$ cat src/shared/io_stack_evsel_pkg.sv
// Constants, field layouts and carrier types for the IO stack event selector.
// Assumes a single 200 MHz pclk domain and an APB master with 32-bit data.
package io_stack_evsel_pkg;

  // Register byte offsets
  localparam logic [7:0] OFS_CTL_LO  = 8'h00;  // Event code, unit mask, enable
  localparam logic [7:0] OFS_CTL_HI  = 8'h04;  // Extra filter, bits 50:36 of the control
  localparam logic [7:0] OFS_COUNT   = 8'h08;  // Event count, write presets it
  localparam logic [7:0] OFS_OCC     = 8'h0c;  // Outstanding page walks, read only

  // Field positions inside the control words
  localparam int CODE_LSB    = 0;   // Event code in low word [7:0]
  localparam int UMASK_LSB   = 8;   // Unit mask in low word [15:8]
  localparam int ENABLE_BIT  = 22;  // Counting enable in low word
  localparam int FILTER_LSB  = 4;   // Filter bit 36 lands at high word bit 4
  localparam int PART_LSB    = 0;   // Partition select, filter [7:0]
  localparam int XLAT_LSB    = 8;   // Translation type select, filter [9:8]
  localparam int TOP_LSB     = 12;  // Top qualifier, filter [14:12]

  // Widths
  localparam int FILTER_W = 15;  // Extra filter width
  localparam int OCC_W    = 8;   // Page walk occupancy width

  // Required top qualifier value
  localparam logic [2:0] TOP_REQUIRED = 3'h7;

  // Reset values
  localparam logic [7:0]          CODE_RST   = 8'h00;
  localparam logic [7:0]          UMASK_RST  = 8'h00;
  localparam logic [FILTER_W-1:0] FILTER_RST = 15'h0000;
  localparam logic [31:0]         COUNT_RST  = 32'h0000_0000;
  localparam logic [OCC_W-1:0]    OCC_RST    = 8'h00;

  // Event codes
  localparam logic [7:0] EV_PAGE_WALK    = 8'h42;  // page_walk_occupancy
  localparam logic [7:0] EV_INBOUND      = 8'h84;  // inbound_card_txn_count
  localparam logic [7:0] EV_LINE_PASS    = 8'h90;  // line_single_pass_done
  localparam logic [7:0] EV_LINE_ALL     = 8'h91;  // line_all_passes_done
  localparam logic [7:0] EV_REQ_ALL      = 8'h92;  // request_all_lines_done
  localparam logic [7:0] EV_LINE_ISSUE   = 8'hd0;  // outbound_line_issue_count
  localparam logic [7:0] EV_PACKET_ISSUE = 8'hd1;  // outbound_packet_issue_count

  // Inbound request kinds 0-4, each the unit mask bit that selects it; KIND_COUNT is their number
  localparam logic [2:0] KIND_MEM_WRITE           = 3'h0;
  localparam logic [2:0] KIND_CARD_TO_CARD_WRITE  = 3'h1;
  localparam logic [2:0] KIND_MEM_READ            = 3'h2;
  localparam logic [2:0] KIND_CARD_FROM_CARD_READ = 3'h3;
  localparam logic [2:0] KIND_ATOMIC              = 3'h4;
  localparam logic [2:0] KIND_COUNT               = 3'h5;

  // Unit mask bit for issue to device on outbound events
  localparam int UM_ISSUED_TO_DEVICE = 3;

  // Pipeline stages, each the unit mask bit that selects it
  localparam logic [2:0] STAGE_TRANSLATION_ISSUE = 3'h0;  // translation_issue_stage
  localparam logic [2:0] STAGE_TRANSLATION_REPLY = 3'h1;  // translation_reply_stage
  localparam logic [2:0] STAGE_OWNERSHIP         = 3'h2;
  localparam logic [2:0] STAGE_FINAL_RW          = 3'h3;
  localparam logic [2:0] STAGE_LINE_WRITE        = 3'h4;
  localparam logic [2:0] STAGE_DATA              = 3'h5;
  localparam logic [2:0] STAGE_REQUEST_DONE      = 3'h6;  // request_done_stage

  // Card link width codes
  localparam logic [1:0] WIDTH_X4  = 2'h0;
  localparam logic [1:0] WIDTH_X8  = 2'h1;
  localparam logic [1:0] WIDTH_X16 = 2'h2;

  // One inbound card request, one cycle valid
  typedef struct packed {
    logic       valid;       // Request seen this cycle
    logic [2:0] kind;        // KIND_* code
    logic [1:0] card_width;  // WIDTH_* code
    logic [2:0] slot;        // [2] stack half, [1:0] x4 slot or lane pair
    logic       xlat_type;   // Translation type 0 or 1
  } inbound_evt_t;

  // One pass of a cacheline through the pipeline
  typedef struct packed {
    logic       valid;  // Pass finished this cycle
    logic [2:0] stage;  // STAGE_* code
    logic       last;   // Last pass of this line
  } line_pass_t;

  // Completion of a whole incoming request
  typedef struct packed {
    logic       valid;  // Request finished all its lines this cycle
    logic [2:0] stage;  // STAGE_* code
  } req_done_t;

  // Whole state of the selector
  typedef struct packed {
    logic [7:0]          code;       // Selected event code
    logic [7:0]          umask;      // Unit mask
    logic                enable;     // Counting enable
    logic [FILTER_W-1:0] filter;     // Extra filter
    logic [31:0]         count;      // Event count
    logic [OCC_W-1:0]    occupancy;  // Outstanding page walks
    logic                pready;     // APB ready
    logic                pslverr;    // APB error
    logic [31:0]         prdata;     // APB read data
  } evsel_state_t;

endpackage

$ cat src/verilog/inbound_filter.sv
// Qualifies one inbound card request against the unit mask and extra filter.
// Assumes the request fields come from logic on the same clock; purely combinational.
module inbound_filter (
  input  wire io_stack_evsel_pkg::inbound_evt_t  evt,
  input  wire logic [7:0]                        umask,
  input  wire logic [io_stack_evsel_pkg::FILTER_W-1:0] filter,
  output logic [2:0]                             partition,
  output logic                                   match
);

  logic type_hit;  // Request kind selected by the unit mask
  logic part_hit;  // Partition selected by the filter
  logic xlat_hit;  // Translation type selected by the filter
  logic top_ok;    // Top qualifier holds the required pattern

  // Map card width and slot to a partition, then qualify
  always_comb begin
    case (evt.card_width)
      io_stack_evsel_pkg::WIDTH_X16: partition = {evt.slot[2], 2'h0};
      io_stack_evsel_pkg::WIDTH_X8:  partition = {evt.slot[2], evt.slot[1], 1'b0};
      default:                       partition = evt.slot;
    endcase
    type_hit = (evt.kind < io_stack_evsel_pkg::KIND_COUNT) && umask[evt.kind];
    part_hit = filter[io_stack_evsel_pkg::PART_LSB + int'(partition)];
    xlat_hit = filter[io_stack_evsel_pkg::XLAT_LSB + int'(evt.xlat_type)];
    top_ok   = filter[io_stack_evsel_pkg::TOP_LSB +: 3] == io_stack_evsel_pkg::TOP_REQUIRED;
    // Any selected kind, any selected partition or translation type, once
    match = evt.valid && type_hit && top_ok && (part_hit || xlat_hit);
  end

endmodule // inbound_filter

$ cat src/verilog/io_stack_event_select.sv
// Event selection and counting for the IO stack performance counter.
// Assumes an APB master on pclk and pipeline event strobes from logic on pclk.
//
// Behaviour
// - Code 0x84 counts inbound 64B card requests
// - Unit bits 0-4 pick inbound request type
// - Filter selects partitions, translation type; top 111
// - Card width and slot map to partition
// - Code 0xD0 counts lines issued to device
// - Code 0xD1 counts packets issued to device
// - Code 0x42 accumulates outstanding page walks
// - Requests split into lines, lines into passes
// - Code 0x91 counts lines finishing all passes
// - Code 0x92 counts finished requests by stage
// - Code 0x90 counts single line passes at selected stages 2-6
module io_stack_event_select (
  input  wire logic                                  pclk,
  input  wire logic                                  presetn,
  input  wire logic                                  psel,
  input  wire logic                                  penable,
  input  wire logic                                  pwrite,
  input  wire logic [7:0]                            paddr,
  input  wire logic [31:0]                           pwdata,
  output logic [31:0]                                prdata,
  output logic                                       pready,
  output logic                                       pslverr,
  input  wire io_stack_evsel_pkg::inbound_evt_t      inbound_card_txn,
  input  wire logic                                  outbound_line_issue,
  input  wire logic                                  outbound_packet_issue,
  input  wire logic                                  page_walk_start,
  input  wire logic                                  page_walk_end,
  input  wire io_stack_evsel_pkg::line_pass_t        line_pass,
  input  wire io_stack_evsel_pkg::req_done_t         request_done,
  output logic [31:0]                                event_count,
  output logic [io_stack_evsel_pkg::OCC_W-1:0]       page_walk_occupancy
);

  io_stack_evsel_pkg::evsel_state_t st;       // Registered state
  io_stack_evsel_pkg::evsel_state_t next_st;  // Next state

  logic [2:0] in_part;       // Partition of the current inbound request
  logic       in_match;      // Inbound request passes mask and filter
  logic       bus_write;     // APB write completes this edge
  logic       cnt_wr;        // APB write to the count register this edge
  logic       hit_inbound;   // Inbound event selected and seen
  logic       hit_line_iss;  // Outbound line issue selected and seen
  logic       hit_pkt_iss;   // Outbound packet issue selected and seen
  logic       hit_line_all;  // Line finished all passes, stage selected
  logic       hit_req_all;   // Request finished all lines, stage selected
  logic       hit_pass;      // Single line pass, stage selected
  logic       hit_any;       // Any one-per-occurrence event this cycle

  // Decoded register address is valid
  function automatic logic addr_mapped(input logic [7:0] a);
    if (a == io_stack_evsel_pkg::OFS_CTL_LO) begin
      return 1'b1;
    end else if (a == io_stack_evsel_pkg::OFS_CTL_HI) begin
      return 1'b1;
    end else if (a == io_stack_evsel_pkg::OFS_COUNT) begin
      return 1'b1;
    end else if (a == io_stack_evsel_pkg::OFS_OCC) begin
      return 1'b1;
    end else begin
      return 1'b0;
    end
  endfunction

  // Read value of a register, zero for unmapped and reserved bits
  function automatic logic [31:0] read_word(input io_stack_evsel_pkg::evsel_state_t s,
                                            input logic [7:0] a);
    logic [31:0] w;
    w = 32'h0000_0000;
    if (a == io_stack_evsel_pkg::OFS_CTL_LO) begin
      w[io_stack_evsel_pkg::CODE_LSB +: 8]  = s.code;
      w[io_stack_evsel_pkg::UMASK_LSB +: 8] = s.umask;
      w[io_stack_evsel_pkg::ENABLE_BIT]     = s.enable;
    end else if (a == io_stack_evsel_pkg::OFS_CTL_HI) begin
      w[io_stack_evsel_pkg::FILTER_LSB +: io_stack_evsel_pkg::FILTER_W] = s.filter;
    end else if (a == io_stack_evsel_pkg::OFS_COUNT) begin
      w = s.count;
    end else if (a == io_stack_evsel_pkg::OFS_OCC) begin
      w[io_stack_evsel_pkg::OCC_W-1:0] = s.occupancy;
    end
    return w;
  endfunction

  // Inbound request qualifier
  inbound_filter u_inbound_filter (
    .evt       (inbound_card_txn),
    .umask     (st.umask),
    .filter    (st.filter),
    .partition (in_part),
    .match     (in_match)
  );

  // Bus write strobes
  assign bus_write = psel && penable && st.pready && pwrite && !st.pslverr;
  assign cnt_wr    = bus_write && (paddr == io_stack_evsel_pkg::OFS_COUNT);

  // Event selection by code and unit mask
  assign hit_inbound  = (st.code == io_stack_evsel_pkg::EV_INBOUND) && in_match;
  assign hit_line_iss = (st.code == io_stack_evsel_pkg::EV_LINE_ISSUE)
                        && st.umask[io_stack_evsel_pkg::UM_ISSUED_TO_DEVICE]
                        && outbound_line_issue;
  assign hit_pkt_iss  = (st.code == io_stack_evsel_pkg::EV_PACKET_ISSUE)
                        && st.umask[io_stack_evsel_pkg::UM_ISSUED_TO_DEVICE]
                        && outbound_packet_issue;
  // A line counts only on the pass flagged as its last
  assign hit_line_all = (st.code == io_stack_evsel_pkg::EV_LINE_ALL) && line_pass.valid
                        && line_pass.last && (line_pass.stage >= io_stack_evsel_pkg::STAGE_OWNERSHIP)
                        && (line_pass.stage <= io_stack_evsel_pkg::STAGE_REQUEST_DONE)
                        && st.umask[line_pass.stage];
  assign hit_req_all  = (st.code == io_stack_evsel_pkg::EV_REQ_ALL) && request_done.valid
                        && (request_done.stage <= io_stack_evsel_pkg::STAGE_FINAL_RW)
                        && st.umask[request_done.stage];
  assign hit_pass     = (st.code == io_stack_evsel_pkg::EV_LINE_PASS) && line_pass.valid
                        && (line_pass.stage >= io_stack_evsel_pkg::STAGE_OWNERSHIP)
                        && (line_pass.stage <= io_stack_evsel_pkg::STAGE_REQUEST_DONE)
                        && st.umask[line_pass.stage];
  assign hit_any = hit_inbound || hit_line_iss || hit_pkt_iss
                   || hit_line_all || hit_req_all || hit_pass;

  // Next state: bus answer, register writes, occupancy tracking, counting
  always_comb begin
    next_st         = st;
    next_st.pready  = 1'b0;
    next_st.pslverr = 1'b0;
    // Setup phase: prepare a zero-wait answer for the access phase
    if (psel && !penable) begin
      next_st.pready  = 1'b1;
      next_st.pslverr = !addr_mapped(paddr);
      next_st.prdata  = read_word(st, paddr);
    end
    // Page walk occupancy, saturating at both ends
    if (page_walk_start && !page_walk_end && (st.occupancy != '1)) begin
      next_st.occupancy = st.occupancy + 8'h01;
    end else if (page_walk_end && !page_walk_start && (st.occupancy != '0)) begin
      next_st.occupancy = st.occupancy - 8'h01;
    end
    // Counting while enabled
    if (st.enable) begin
      if (st.code == io_stack_evsel_pkg::EV_PAGE_WALK) begin
        next_st.count = st.count + {24'h00_0000, st.occupancy};
      end else if (hit_any) begin
        next_st.count = st.count + 32'h0000_0001;
      end
    end
    // Register writes; a count preset wins over an event in the same cycle
    if (bus_write) begin
      if (paddr == io_stack_evsel_pkg::OFS_CTL_LO) begin
        next_st.code   = pwdata[io_stack_evsel_pkg::CODE_LSB +: 8];
        next_st.umask  = pwdata[io_stack_evsel_pkg::UMASK_LSB +: 8];
        next_st.enable = pwdata[io_stack_evsel_pkg::ENABLE_BIT];
      end else if (paddr == io_stack_evsel_pkg::OFS_CTL_HI) begin
        next_st.filter = pwdata[io_stack_evsel_pkg::FILTER_LSB +: io_stack_evsel_pkg::FILTER_W];
      end else if (paddr == io_stack_evsel_pkg::OFS_COUNT) begin
        next_st.count = pwdata;
      end
    end
  end

  // State register
  always_ff @(posedge pclk or negedge presetn) begin
    if (!presetn) begin
      st.code      <= io_stack_evsel_pkg::CODE_RST;
      st.umask     <= io_stack_evsel_pkg::UMASK_RST;
      st.enable    <= 1'b0;
      st.filter    <= io_stack_evsel_pkg::FILTER_RST;
      st.count     <= io_stack_evsel_pkg::COUNT_RST;
      st.occupancy <= io_stack_evsel_pkg::OCC_RST;
      st.pready    <= 1'b0;
      st.pslverr   <= 1'b0;
      st.prdata    <= 32'h0000_0000;
    end else begin
      st <= next_st;
    end
  end

  // Outputs straight from the state register
  assign prdata              = st.prdata;
  assign pready              = st.pready;
  assign pslverr             = st.pslverr;
  assign event_count         = st.count;
  assign page_walk_occupancy = st.occupancy;

  // Inbound match adds exactly one
  a_inbound_count_step:
  assert property (@(posedge pclk) disable iff (!presetn)
    (st.enable && st.code == io_stack_evsel_pkg::EV_INBOUND && in_match && !cnt_wr)
    |=> (st.count == $past(st.count) + 32'h0000_0001))
  else $error("inbound request not counted once");

  // Unselected memory write never matches
  a_type_select_gate:
  assert property (@(posedge pclk) disable iff (!presetn)
    (inbound_card_txn.kind == io_stack_evsel_pkg::KIND_MEM_WRITE && !st.umask[0])
    |-> !in_match)
  else $error("unselected request kind matched");

  // Wrong top qualifier blocks all inbound matches
  a_filter_top_gate:
  assert property (@(posedge pclk) disable iff (!presetn)
    (st.filter[14:12] != io_stack_evsel_pkg::TOP_REQUIRED) |-> !in_match)
  else $error("inbound matched without top qualifier");

  // x8 card on lanes 2/3 lands in partition 2 of its half
  a_partition_x8_map:
  assert property (@(posedge pclk) disable iff (!presetn)
    (inbound_card_txn.card_width == io_stack_evsel_pkg::WIDTH_X8 && inbound_card_txn.slot[1])
    |-> (in_part[1:0] == 2'h2))
  else $error("x8 upper lanes mapped to wrong partition");

  // Outbound line issue adds one
  a_line_issue_step:
  assert property (@(posedge pclk) disable iff (!presetn)
    (st.enable && st.code == io_stack_evsel_pkg::EV_LINE_ISSUE && st.umask[3]
     && outbound_line_issue && !cnt_wr)
    |=> (st.count == $past(st.count) + 32'h0000_0001))
  else $error("outbound line issue not counted");

  // Outbound packet issue adds one
  a_packet_issue_step:
  assert property (@(posedge pclk) disable iff (!presetn)
    (st.enable && st.code == io_stack_evsel_pkg::EV_PACKET_ISSUE && st.umask[3]
     && outbound_packet_issue && !cnt_wr)
    |=> (st.count == $past(st.count) + 32'h0000_0001))
  else $error("outbound packet issue not counted");

  // Occupancy accumulates the walk count of the previous cycle
  a_walk_occupancy_sum:
  assert property (@(posedge pclk) disable iff (!presetn)
    (st.enable && st.code == io_stack_evsel_pkg::EV_PAGE_WALK && !cnt_wr)
    |=> (st.count == $past(st.count) + {24'h00_0000, $past(st.occupancy)}))
  else $error("page walk occupancy not accumulated");

  // Line completion counts only on its last pass
  a_line_all_hold:
  assert property (@(posedge pclk) disable iff (!presetn)
    (st.code == io_stack_evsel_pkg::EV_LINE_ALL && !(line_pass.valid && line_pass.last)
     && !cnt_wr)
    |=> $stable(st.count))
  else $error("line counted before its last pass");

  // Finished request adds one with its stage selected
  a_request_done_step:
  assert property (@(posedge pclk) disable iff (!presetn)
    (st.enable && st.code == io_stack_evsel_pkg::EV_REQ_ALL && request_done.valid
     && request_done.stage == io_stack_evsel_pkg::STAGE_TRANSLATION_ISSUE && st.umask[0]
     && !cnt_wr)
    |=> (st.count == $past(st.count) + 32'h0000_0001))
  else $error("finished request not counted");

  // A selected pass at the data stage adds one
  a_single_pass_step:
  assert property (@(posedge pclk) disable iff (!presetn)
    (st.enable && st.code == io_stack_evsel_pkg::EV_LINE_PASS && line_pass.valid
     && line_pass.stage == io_stack_evsel_pkg::STAGE_DATA && st.umask[5] && !cnt_wr)
    |=> (st.count == $past(st.count) + 32'h0000_0001))
  else $error("line pass not counted");

  // Outside occupancy mode the count never grows by more than one
  a_count_once_only:
  assert property (@(posedge pclk) disable iff (!presetn)
    (st.code != io_stack_evsel_pkg::EV_PAGE_WALK && !cnt_wr)
    |=> ((st.count - $past(st.count)) <= 32'h0000_0001))
  else $error("occurrence counted more than once");

endmodule // io_stack_event_select

$ cat config.mk
export PLATFORM = sky130hd
export DESIGN_NAME = io_stack_event_select
export DESIGN_NICKNAME = d
export VERILOG_FILES = /design/src/shared/io_stack_evsel_pkg.sv /design/src/verilog/inbound_filter.sv /design/src/verilog/io_stack_event_select.sv
export SDC_FILE = /design/constraint.sdc
export NUM_CORES = 1
export LEC_CHECK = 0
export ABC_CLOCK_PERIOD_IN_PS = 9200
export BUFFER_PORTS_ARGS = -buffer_cell sky130_fd_sc_hd__buf_2
export CAP_MARGIN = 0
export CORE_AREA = 2 2 131 101
export DETAILED_ROUTE_END_ITERATION = 16
export DIE_AREA = 0 0 133 103
export PLACE_DENSITY = 0.86
export REMOVE_ABC_BUFFERS = 1
export SLEW_MARGIN = 15
export SYNTH_ARGS = -nofsm -noshare
export SYNTH_HDL_FRONTEND = slang
export SYNTH_SLANG_ARGS = --single-unit
$ cat constraint.sdc
create_clock -name pclk -period 9.2 [get_ports pclk]
set_clock_uncertainty 0.05 [all_clocks]
set_input_delay 1.38 -clock pclk [delete_from_list [all_inputs] [get_ports pclk]]
set_output_delay 1.38 -clock pclk [all_outputs]
set_load 0.02 [all_outputs]
==> out/results.tsv, run 1 <==
metric	value	unit
Crit Path Class	input pin to flop	
combinational share of power	26.1	%
most frequent cells in the layout	140 x buf_2, 106 x dfrtp_1, 84 x nand2_1	
remaining global-route overflow	0	
reg2reg start	page_walk_occupancy[1]$_DFFE_PN0P_	
total routed wirelength	17500	um
RD Place Congestion	0.929	
HP Class	flop to flop	
Area Growth Syn to Fin	8.52	%
share of cells above drive strength 1	27.9	%
global-route wire length before repair	27500	um
post-synthesis cell count	715	
P per Cell Area	171	nW/um2
Core Util, Final	57.9	%
starting density of the core	53.4	%
Req. time, crit path	9.35	ns
Crit Path Max Fanout	12	
setup bufs post-CTS	0	
CP Capture Type	flop	
Yosys cell types	66	
clock latency on the worst-skew pair	0.36	ns
post-synthesis cell area	6710	um2
most used cell, CP	o21ai_1	
crit path DAT	4.30	ns
capturing point of the worst reg2reg path	event_count[21]$_DFF_PN0_	
final setup vio count	0	
top_reg_cell synth	dfrtp_1	
CTS resizes	0	
Slew Viols, Final	0	
max-cap violation count	0	
H-tree levels	3	
First-pass DRT Iterations	5	
root buf cell	clkbuf_16	
fin crit share	45.1	%
Yosys top cell area share	39.5	%
PnR worst setup slack	5.05	ns
slowest CP cell	o21ai_1	
setup_tns	0	ns
vias in the first global route	5048	
type of origin of the critical path	input pin	
Top-Level Pins	142	
largest net degree at the start of global routing	82	
RSZ-0062 raised after global routing	no	
DRC Markers	0	
Core Area	12600	um2
Ant. Diodes	0	
CP cell instances	buf_2 > ha_1 > o21ai_1 > mux2_1 > a21oi_1 > and4b_4 > o21ai_1 > a2111oi_0 > xnor2_1 > o21ai_1	
clock slew at reported path FFs	0.08	ns
Filler Cells Inserted	1128	
Die Width	133	um
dpl ws	4.77	ns
initial antenna violation count	0	
r2r setup slk	5.59	ns
CTS Sinks	106	
Period minus WS final	4.15	ns
gr usage total	26.0	%
synth top area cells	dfrtp_1 40%, buf_4 8.1%, mux2_2 6.0%, nand2_1 4.7%, xnor2_1 3.5%	
sw frac	33.8	%
hold_sp	prdata[25]$_DFFE_PN0P_	
#FFs+latches synth	106	
switching pwr	0.422	mW
remaining antenna violation count after routing	0	
row count	36	
CTS tree	done	
via count	5527	
routed vias/inst	5.87	
Wirelength per Cell	18.6	um
Hold Path Depth	2	
EDFF count, synth	0	
Die ar.	13700	um2
Int Power	0.825	mW
status	finished, final reports clean	
FF-to-FF path depth	9	
Syn. warnings	0	
PortBufs	141	
most common cell after layout, fill and taps aside	buf_2	
Clock Power Share	31.1	%
sequential fraction of the synthesis area	39.5	%
Initial DRC Count	683	
Hold Path End	prdata[25]$_DFFE_PN0P_	
leading area contributor after synthesis	dfrtp_1	
max-slew headroom at the worst pin	19.8	%
Peak VDD IR	0.0957	mV
Slew @ Worst Pin	1.20	ns
Synth async-reset ratio	100	%
Final Hold Viols	0	
sequential power share	42.8	%
max incr delay on CP	0.91	ns
Bufs on Longest Clock Path	2	
Post-CTS Hold Buffers	0	
Inserted Clock Buffers	9	
Die H	103	um
Pleak	3.37	nW
highest clock rate	241	MHz
post-DP HPWL	12800	um
syn avg cell area	9.38	um2
Layout Nets	851	
==> power groups by stage <==
stage / clock network [mW] / logic, mW / registers, mW
2_1_floorplan: 0 / 0.200 / 0.554
3_3_place_gp: 0 / 0.312 / 0.542
3_5_place_dp: 0 / 0.320 / 0.542
4_1_cts: 0.393 / 0.322 / 0.533
5_1_grt: 0.413 / 0.359 / 0.538
6_report: 0.388 / 0.325 / 0.534
==> registers in the layout, indices dropped and copies added, names as in the netlist <==
signal / flops
event_count: 32
pslverr: 1
pready: 1
prdata: 32
page_walk_occupancy: 8
st: 32
==> critical path, delay by kind of cell <==
family                   cells  cell delay, ns
AO/OA/AOI/OAI                5            1.63
XOR/XNOR                     1            0.26
adder cells (fa/ha/maj)      1            0.35
buffers and inverters        1            0.10
multiplexers                 1            0.34
AND/OR/NAND/NOR              1            0.24
==> Yosys cell counts (6+ instances only) <==
master	count
nor2b_1	11
dfrtp_1	106
nor2_1	54
buf_4	72
a21oi_1	34
nand3_1	25
o21ai_1	14
nand2b_1	7
xor2_1	6
nand4_1	8
mux2_2	36
inv_1	16
mux2i_1	16
ha_1	16
a211oi_1	13
nand2_1	84
xnor2_1	27
clkbuf_1	28
o21ai_0	39
==> layer usage <==
layer,routed length (um),vias to the layer above,track usage [%]
met4,213,0,7.69
met3,1730,24,6.54
met2,7720,287,39.5
met5,0,-,0
met1,7830,2646,37.1
li1,-,2570,-
==> worst max path at each step <==
stage	endpoint	startpoint	depth (start not counted)
global route	event_count[19]$_DFF_PN0_	inbound_card_txn[5]	11
global placement	event_count[19]$_DFF_PN0_	inbound_card_txn[4]	10
detailed placement	event_count[21]$_DFF_PN0_	inbound_card_txn[4]	10
finish	event_count[21]$_DFF_PN0_	inbound_card_txn[4]	10
CTS	event_count[21]$_DFF_PN0_	inbound_card_txn[4]	10
floorplan	event_count[2]$_DFF_PN0_	paddr[1]	6
==> final cells by class <==
type | instances | area (um2) | area share, %
multi-input cells | 487 | 3330 | 45.7
clock buffers | 10 | 239 | 3.28
flip-flops and latches | 106 | 2650 | 36.4
inverters | 17 | 63.8 | 0.876
clock inverters | 6 | 55.1 | 0.756
repair buffers | 144 | 731 | 10.0
well taps | 171 | 214 | 2.94
==> metrics by stage <==
stage          total power, mW  instances  hold slack (ns)  instance area (um2)
2_1_floorplan            0.754        610            0.429                 6030
3_3_place_gp             0.853        925            0.393                 6990
3_5_place_dp             0.862        925            0.402                 6990
4_1_cts                   1.25        941            0.420                 7280
5_1_grt                   1.31        941            0.436                 7280
6_report                  1.25        941            0.415                 7280
==> cells by family (layout without fill, tap and decap cells) <==
family / count (synthesis) / in the layout / share of synthesized area [%]
adders and majority gates: 18 / 18 / 3.58
DFF: 106 / 106 / 39.5
xor gates and xnor gates: 33 / 33 / 4.31
and+or+nand+nor: 216 / 216 / 14.9
buffers and inverters: 122 / 177 / 11.0
AOI/OAI and AO/OA: 160 / 160 / 16.0
muxes: 60 / 60 / 10.6
Power figures use the tool's default switching activity.
==> inputs of run 2 (changes only) <==
ABC_CLOCK_PERIOD_IN_PS = 3900   (was 9200)
clock period = 3.9 ns   (was 9.2 ns; I/O delays follow)
==> run 2 against run 1 <==
Cell count up 0.96%. Wire length barely moved. Global-route usage rose by 0.19 points. Non-clock buffer count increased by 9. Sequential share of layout area shrank 0.45 points. Clock power grew 150%. Sequential power increased by 130%. Total power is 140% higher. Critical path depth decreased by 2. Utilization up 0.72 points. Worst hold slack got worse by 0.15 ns. Largest power group unchanged.
==> out/results.tsv, run 2 (synthesized netlist as in run 1, its figures left out) <==
metric	value	unit	change
crit path DAT	3.36	ns	-0.94 ns
Slew @ Worst Pin	0.881	ns	-0.315 ns
Peak VDD IR	0.257	mV	+170%
RSZ-0062 raised after global routing	no		
CTS Sinks	106		unchanged
Top-Level Pins	142		unchanged
Bufs on Longest Clock Path	2		unchanged
global-route wire length before repair	28000	um	+1.8%
PnR worst setup slack	0.703	ns	-4.35 ns
initial antenna violation count	0		unchanged
CTS tree	done		
largest net degree at the start of global routing	61		-26%
Core Util, Final	58.7	%	+0.72 points
Wirelength per Cell	18.4	um	-0.99%
Crit Path Class	flop to flop		
max-cap violation count	0		unchanged
clock latency on the worst-skew pair	0.35	ns	about the same
Area Growth Syn to Fin	9.87	%	
total routed wirelength	17500	um	about the same
DRC Markers	0		unchanged
Die H	103	um	unchanged
root buf cell	clkbuf_16		
status	finished, final reports clean		
most frequent cells in the layout	140 x buf_2, 106 x dfrtp_1, 84 x nand2_1		
Req. time, crit path	4.07	ns	-5.28 ns
Die Width	133	um	unchanged
highest clock rate	313	MHz	
via count	5604		+1.4%
most common cell after layout, fill and taps aside	buf_2		
Die ar.	13700	um2	unchanged
Final Power	2.99	mW	+140%
Crit Path Max Fanout	12		unchanged
remaining global-route overflow	0		unchanged
Initial DRC Count	594		-13%
Core Area	12600	um2	unchanged
Layout Nets	860		+1.1%
Finished Layout Cells	950		+0.96%
P per Cell Area	406	nW/um2	+140%
vias in the first global route	5359		+6.2%
dpl ws	0.739	ns	-4.03 ns
HP Class	input pin to asynchronous set/reset pin		
Pleak	3.42	nW	+1.5%
Slew Viols, Final	0		unchanged
CTS resizes	0		unchanged
Period minus WS final	3.20	ns	
gr usage total	26.2	%	+0.19 points
RD Place Congestion	0.903		-2.8%
final setup vio count	0		unchanged
Ant. Diodes	0		unchanged
remaining antenna violation count after routing	0		unchanged
fin crit share	82.0	%	
Placed Cells	934		+0.97%
setup bufs post-CTS	0		unchanged
post-DP HPWL	13000	um	+1.1%
starting density of the core	53.4	%	unchanged
routed vias/inst	5.90		+0.43%
Final Hold Viols	0		unchanged
row count	36		unchanged
setup_tns	0	ns	unchanged
Inserted Clock Buffers	9		unchanged
max-slew headroom at the worst pin	41.3	%	+22 points
First-pass DRT Iterations	5		unchanged
PortBufs	141		unchanged
H-tree levels	3		unchanged
type of origin of the critical path	flop		
clock slew at reported path FFs	0.07	ns	about the same
Post-CTS Hold Buffers	0		unchanged
share of cells above drive strength 1	28.5	%	+0.58 points
CP Capture Type	flop		
-- run 2: worst max-delay path: stages (launching register included) --
cell and delay (ns):
dfrtp_1 0.42, nor2_1 0.27, nand3_1 0.17, a2111oi_0 0.57, and4b_4 0.38, o2111ai_2 0.36, a2111oi_1 0.59, xnor2_1 0.17
o21ai_1 0.08
-- run 2: final timing paths --
kind                                             start                         to  slack [ns]  cells past startpoint
worst max register to register     st[103]$_DFFE_PN0P_  event_count[28]$_DFF_PN0_        0.70                      8
worst min register to register  prdata[21]$_DFFE_PN0P_     prdata[21]$_DFFE_PN0P_        0.41                      2
worst min-delay path                           presetn  event_count[19]$_DFF_PN0_        0.27                      1
min in group pclk                           pwdata[23]  event_count[23]$_DFF_PN0_        0.41                      3
max in group asynchronous                      presetn        st[100]$_DFFE_PN0P_        2.69                      2
worst max-delay path               st[103]$_DFFE_PN0P_  event_count[28]$_DFF_PN0_        0.70                      8
-- run 2: routing by layer --
| layer | share of wire, % | vias to the layer above | track usage, % |
|---|---|---|---|
| li1 | - | 2585 | - |
| met1 | 43 | 2685 | 36.1 |
| met2 | 45 | 305 | 41.6 |
| met3 | 10 | 29 | 5.65 |
| met4 | 1.8 | 0 | 9.02 |
| met5 | 0 | - | 0 |
-- run 2: metrics by stage --
| step | area, um2 | hold slack, ns |
|---|---|---|
| finish | 7370 | 0.267 |
| global route | 7370 | 0.329 |
| CTS | 7370 | 0.285 |
| detailed placement | 7050 | 0.401 |
| global placement | 7050 | 0.393 |
| floorplan | 6030 | 0.239 |
-- run 2: area by class of cell --
type / count / area [um2]
fillers: 1085 / 5200
multi-input cells: 487 / 3320
flip-flops and latches: 106 / 2650
repair buffers: 153 / 798
clock buffers: 10 / 229
well taps: 171 / 214
clock inverters: 6 / 90.1
inverters: 17 / 63.8
-- run 2: power breakdown --
part / switching (mW) / leakage (nW) / internal (mW)
Clock: 0.398 / 0.153 / 0.565
Sequential: 0.104 / 1.31 / 1.15
Combinational: 0.440 / 1.95 / 0.333
Total: 0.942 / 3.42 / 2.05
==> inputs of run 3 (changes only) <==
ABC_CLOCK_PERIOD_IN_PS = 3100   (was 3900)
clock period = 3.1 ns   (was 3.9 ns; I/O delays follow)
==> run 3 against run 2 <==
Clock power increased by 24%. Global-route usage is 0.45 points higher. Sequential power is 21% higher. Largest cell class unchanged. Register-to-register slack worse by 0.52 ns. Non-clock buffer count is 21 higher. Die area unchanged. Largest power group unchanged. Clock-buffer cell count did not move. Critical path depth rose by 4. Worst setup slack got worse by 0.52 ns. Maximum frequency increased by 9.6%.
==> out/results.tsv, run 3 (synthesized netlist as in run 1, its figures left out) <==
metric	value	unit	change
status	finished, final reports clean		
initial antenna violation count	0		unchanged
Slew @ Worst Pin	1.05	ns	+0.168 ns
clock latency on the worst-skew pair	0.35	ns	about the same
max-cap violation count	0		unchanged
Req. time, crit path	3.29	ns	-0.78 ns
clock slew at reported path FFs	0.07	ns	about the same
via count	5675		+1.3%
Die Width	133	um	unchanged
CTS Sinks	106		unchanged
max-slew headroom at the worst pin	30.1	%	-11 points
CP Capture Type	flop		
Die H	103	um	unchanged
RD Place Congestion	0.914		+1.2%
setup_tns	0	ns	unchanged
final setup vio count	0		unchanged
Crit Path Max Fanout	12		unchanged
Top-Level Pins	142		unchanged
crit path DAT	3.11	ns	-0.25 ns
highest clock rate	343	MHz	+9.6%
Peak VDD IR	0.262	mV	+1.9%
Layout Nets	881		+2.4%
Initial DRC Count	588		-1.0%
PortBufs	141		unchanged
gr usage total	26.7	%	+0.45 points
global-route wire length before repair	28300	um	+0.96%
First-pass DRT Iterations	6		+1
remaining global-route overflow	0		unchanged
CP startpoint	page_walk_occupancy[0]$_DFFE_PN0P_		
HP Class	input pin to asynchronous set/reset pin		
Die ar.	13700	um2	unchanged
Crit Path Class	flop to flop		
largest net degree at the start of global routing	84		+38%
Bufs on Longest Clock Path	2		unchanged
fin crit share	94.1	%	+12 points
Wirelength per Cell	18.6	um	+0.78%
remaining antenna violation count after routing	0		unchanged
share of cells above drive strength 1	30.6	%	+2.1 points
Final Hold Viols	0		unchanged
starting density of the core	53.4	%	unchanged
Period minus WS final	2.92	ns	-0.281 ns
CTS tree	done		
Post-CTS Hold Buffers	0		unchanged
Final Power	3.85	mW	+29%
most frequent cells in the layout	140 x buf_2, 106 x dfrtp_1, 84 x nand2_1		
H-tree levels	3		unchanged
Pleak	3.53	nW	+3.1%
Core Area	12600	um2	unchanged
vias in the first global route	5269		-1.7%
post-DP HPWL	13600	um	+5.2%
routed vias/inst	5.84		-0.92%
most common cell after layout, fill and taps aside	buf_2		
type of origin of the critical path	flop		
total routed wirelength	18000	um	+3.0%
Ant. Diodes	0		unchanged
reg2reg start	page_walk_occupancy[0]$_DFFE_PN0P_		
Core Util, Final	60.0	%	+1.4 points
DRC Markers	0		unchanged
root buf cell	clkbuf_16		
P per Cell Area	511	nW/um2	+26%
Area Growth Syn to Fin	12.4	%	
Slew Viols, Final	0		unchanged
Inserted Clock Buffers	9		unchanged
row count	36		unchanged
run 3: power by group:
group	switching (mW)	internal, mW
sequential	0.0614	1.45
combinational	0.661	0.488
clock	0.535	0.658
total	1.26	2.59
run 3: routing by layer:
| metal | track usage, % | vias to the layer above | routed length, um |
|---|---|---|---|
| li1 | - | 2633 | - |
| met1 | 38.1 | 2693 | 7920 |
| met2 | 41.4 | 323 | 8100 |
| met3 | 5.75 | 26 | 1760 |
| met4 | 7.53 | 0 | 235 |
| met5 | 0 | - | 0 |
run 3: cell type report:
cell class / instances / area [um2]
fillers: 1068 / 5030
multi-input cells: 487 / 3330
flip-flops and latches: 106 / 2650
repair buffers: 174 / 968
clock buffers: 10 / 239
well taps: 171 / 214
clock inverters: 6 / 75.1
inverters: 17 / 63.8
run 3: critical path, cell delays in order (launching register included):
cell and delay [ns]:
dfrtp_1 0.38, ha_1 0.21, inv_1 0.07, fa_1 0.39, nand2b_1 0.18, a21oi_1 0.27
o31a_1 0.19, o21a_1 0.11, o21ai_0 0.06, buf_4 0.22, a2111oi_1 0.42, xnor2_1 0.17
o21ai_1 0.08
run 3: per-stage QoR:
stage | setup slack, ns | cells | instance area (um2) | hold WS [ns]
floorplan | -0.520 | 610 | 6030 | 0.119
global placement | 0.161 | 955 | 7220 | 0.393
detailed placement | 0.109 | 955 | 7220 | 0.402
CTS | 0.227 | 971 | 7540 | 0.272
global route | -0.000309 | 971 | 7540 | 0.283
finish | 0.184 | 971 | 7540 | 0.241
run 3: worst paths after layout:
check	to	slack, ns	cells after the start
worst max-delay path	event_count[26]$_DFF_PN0_	0.18	12
worst min-delay path	event_count[19]$_DFF_PN0_	0.24	1
worst max register to register	event_count[26]$_DFF_PN0_	0.18	12
worst min register to register	prdata[21]$_DFFE_PN0P_	0.41	2
max in group asynchronous	pslverr$_DFF_PN0_	1.95	2
min in group pclk	event_count[21]$_DFF_PN0_	0.28	3
run 3: timing repair:
item,in CTS,in global routing
setup buffers,0,0
setup endpoints to repair,0,2
gates resized for setup,0,2
endpoints found under the hold margin,0,0
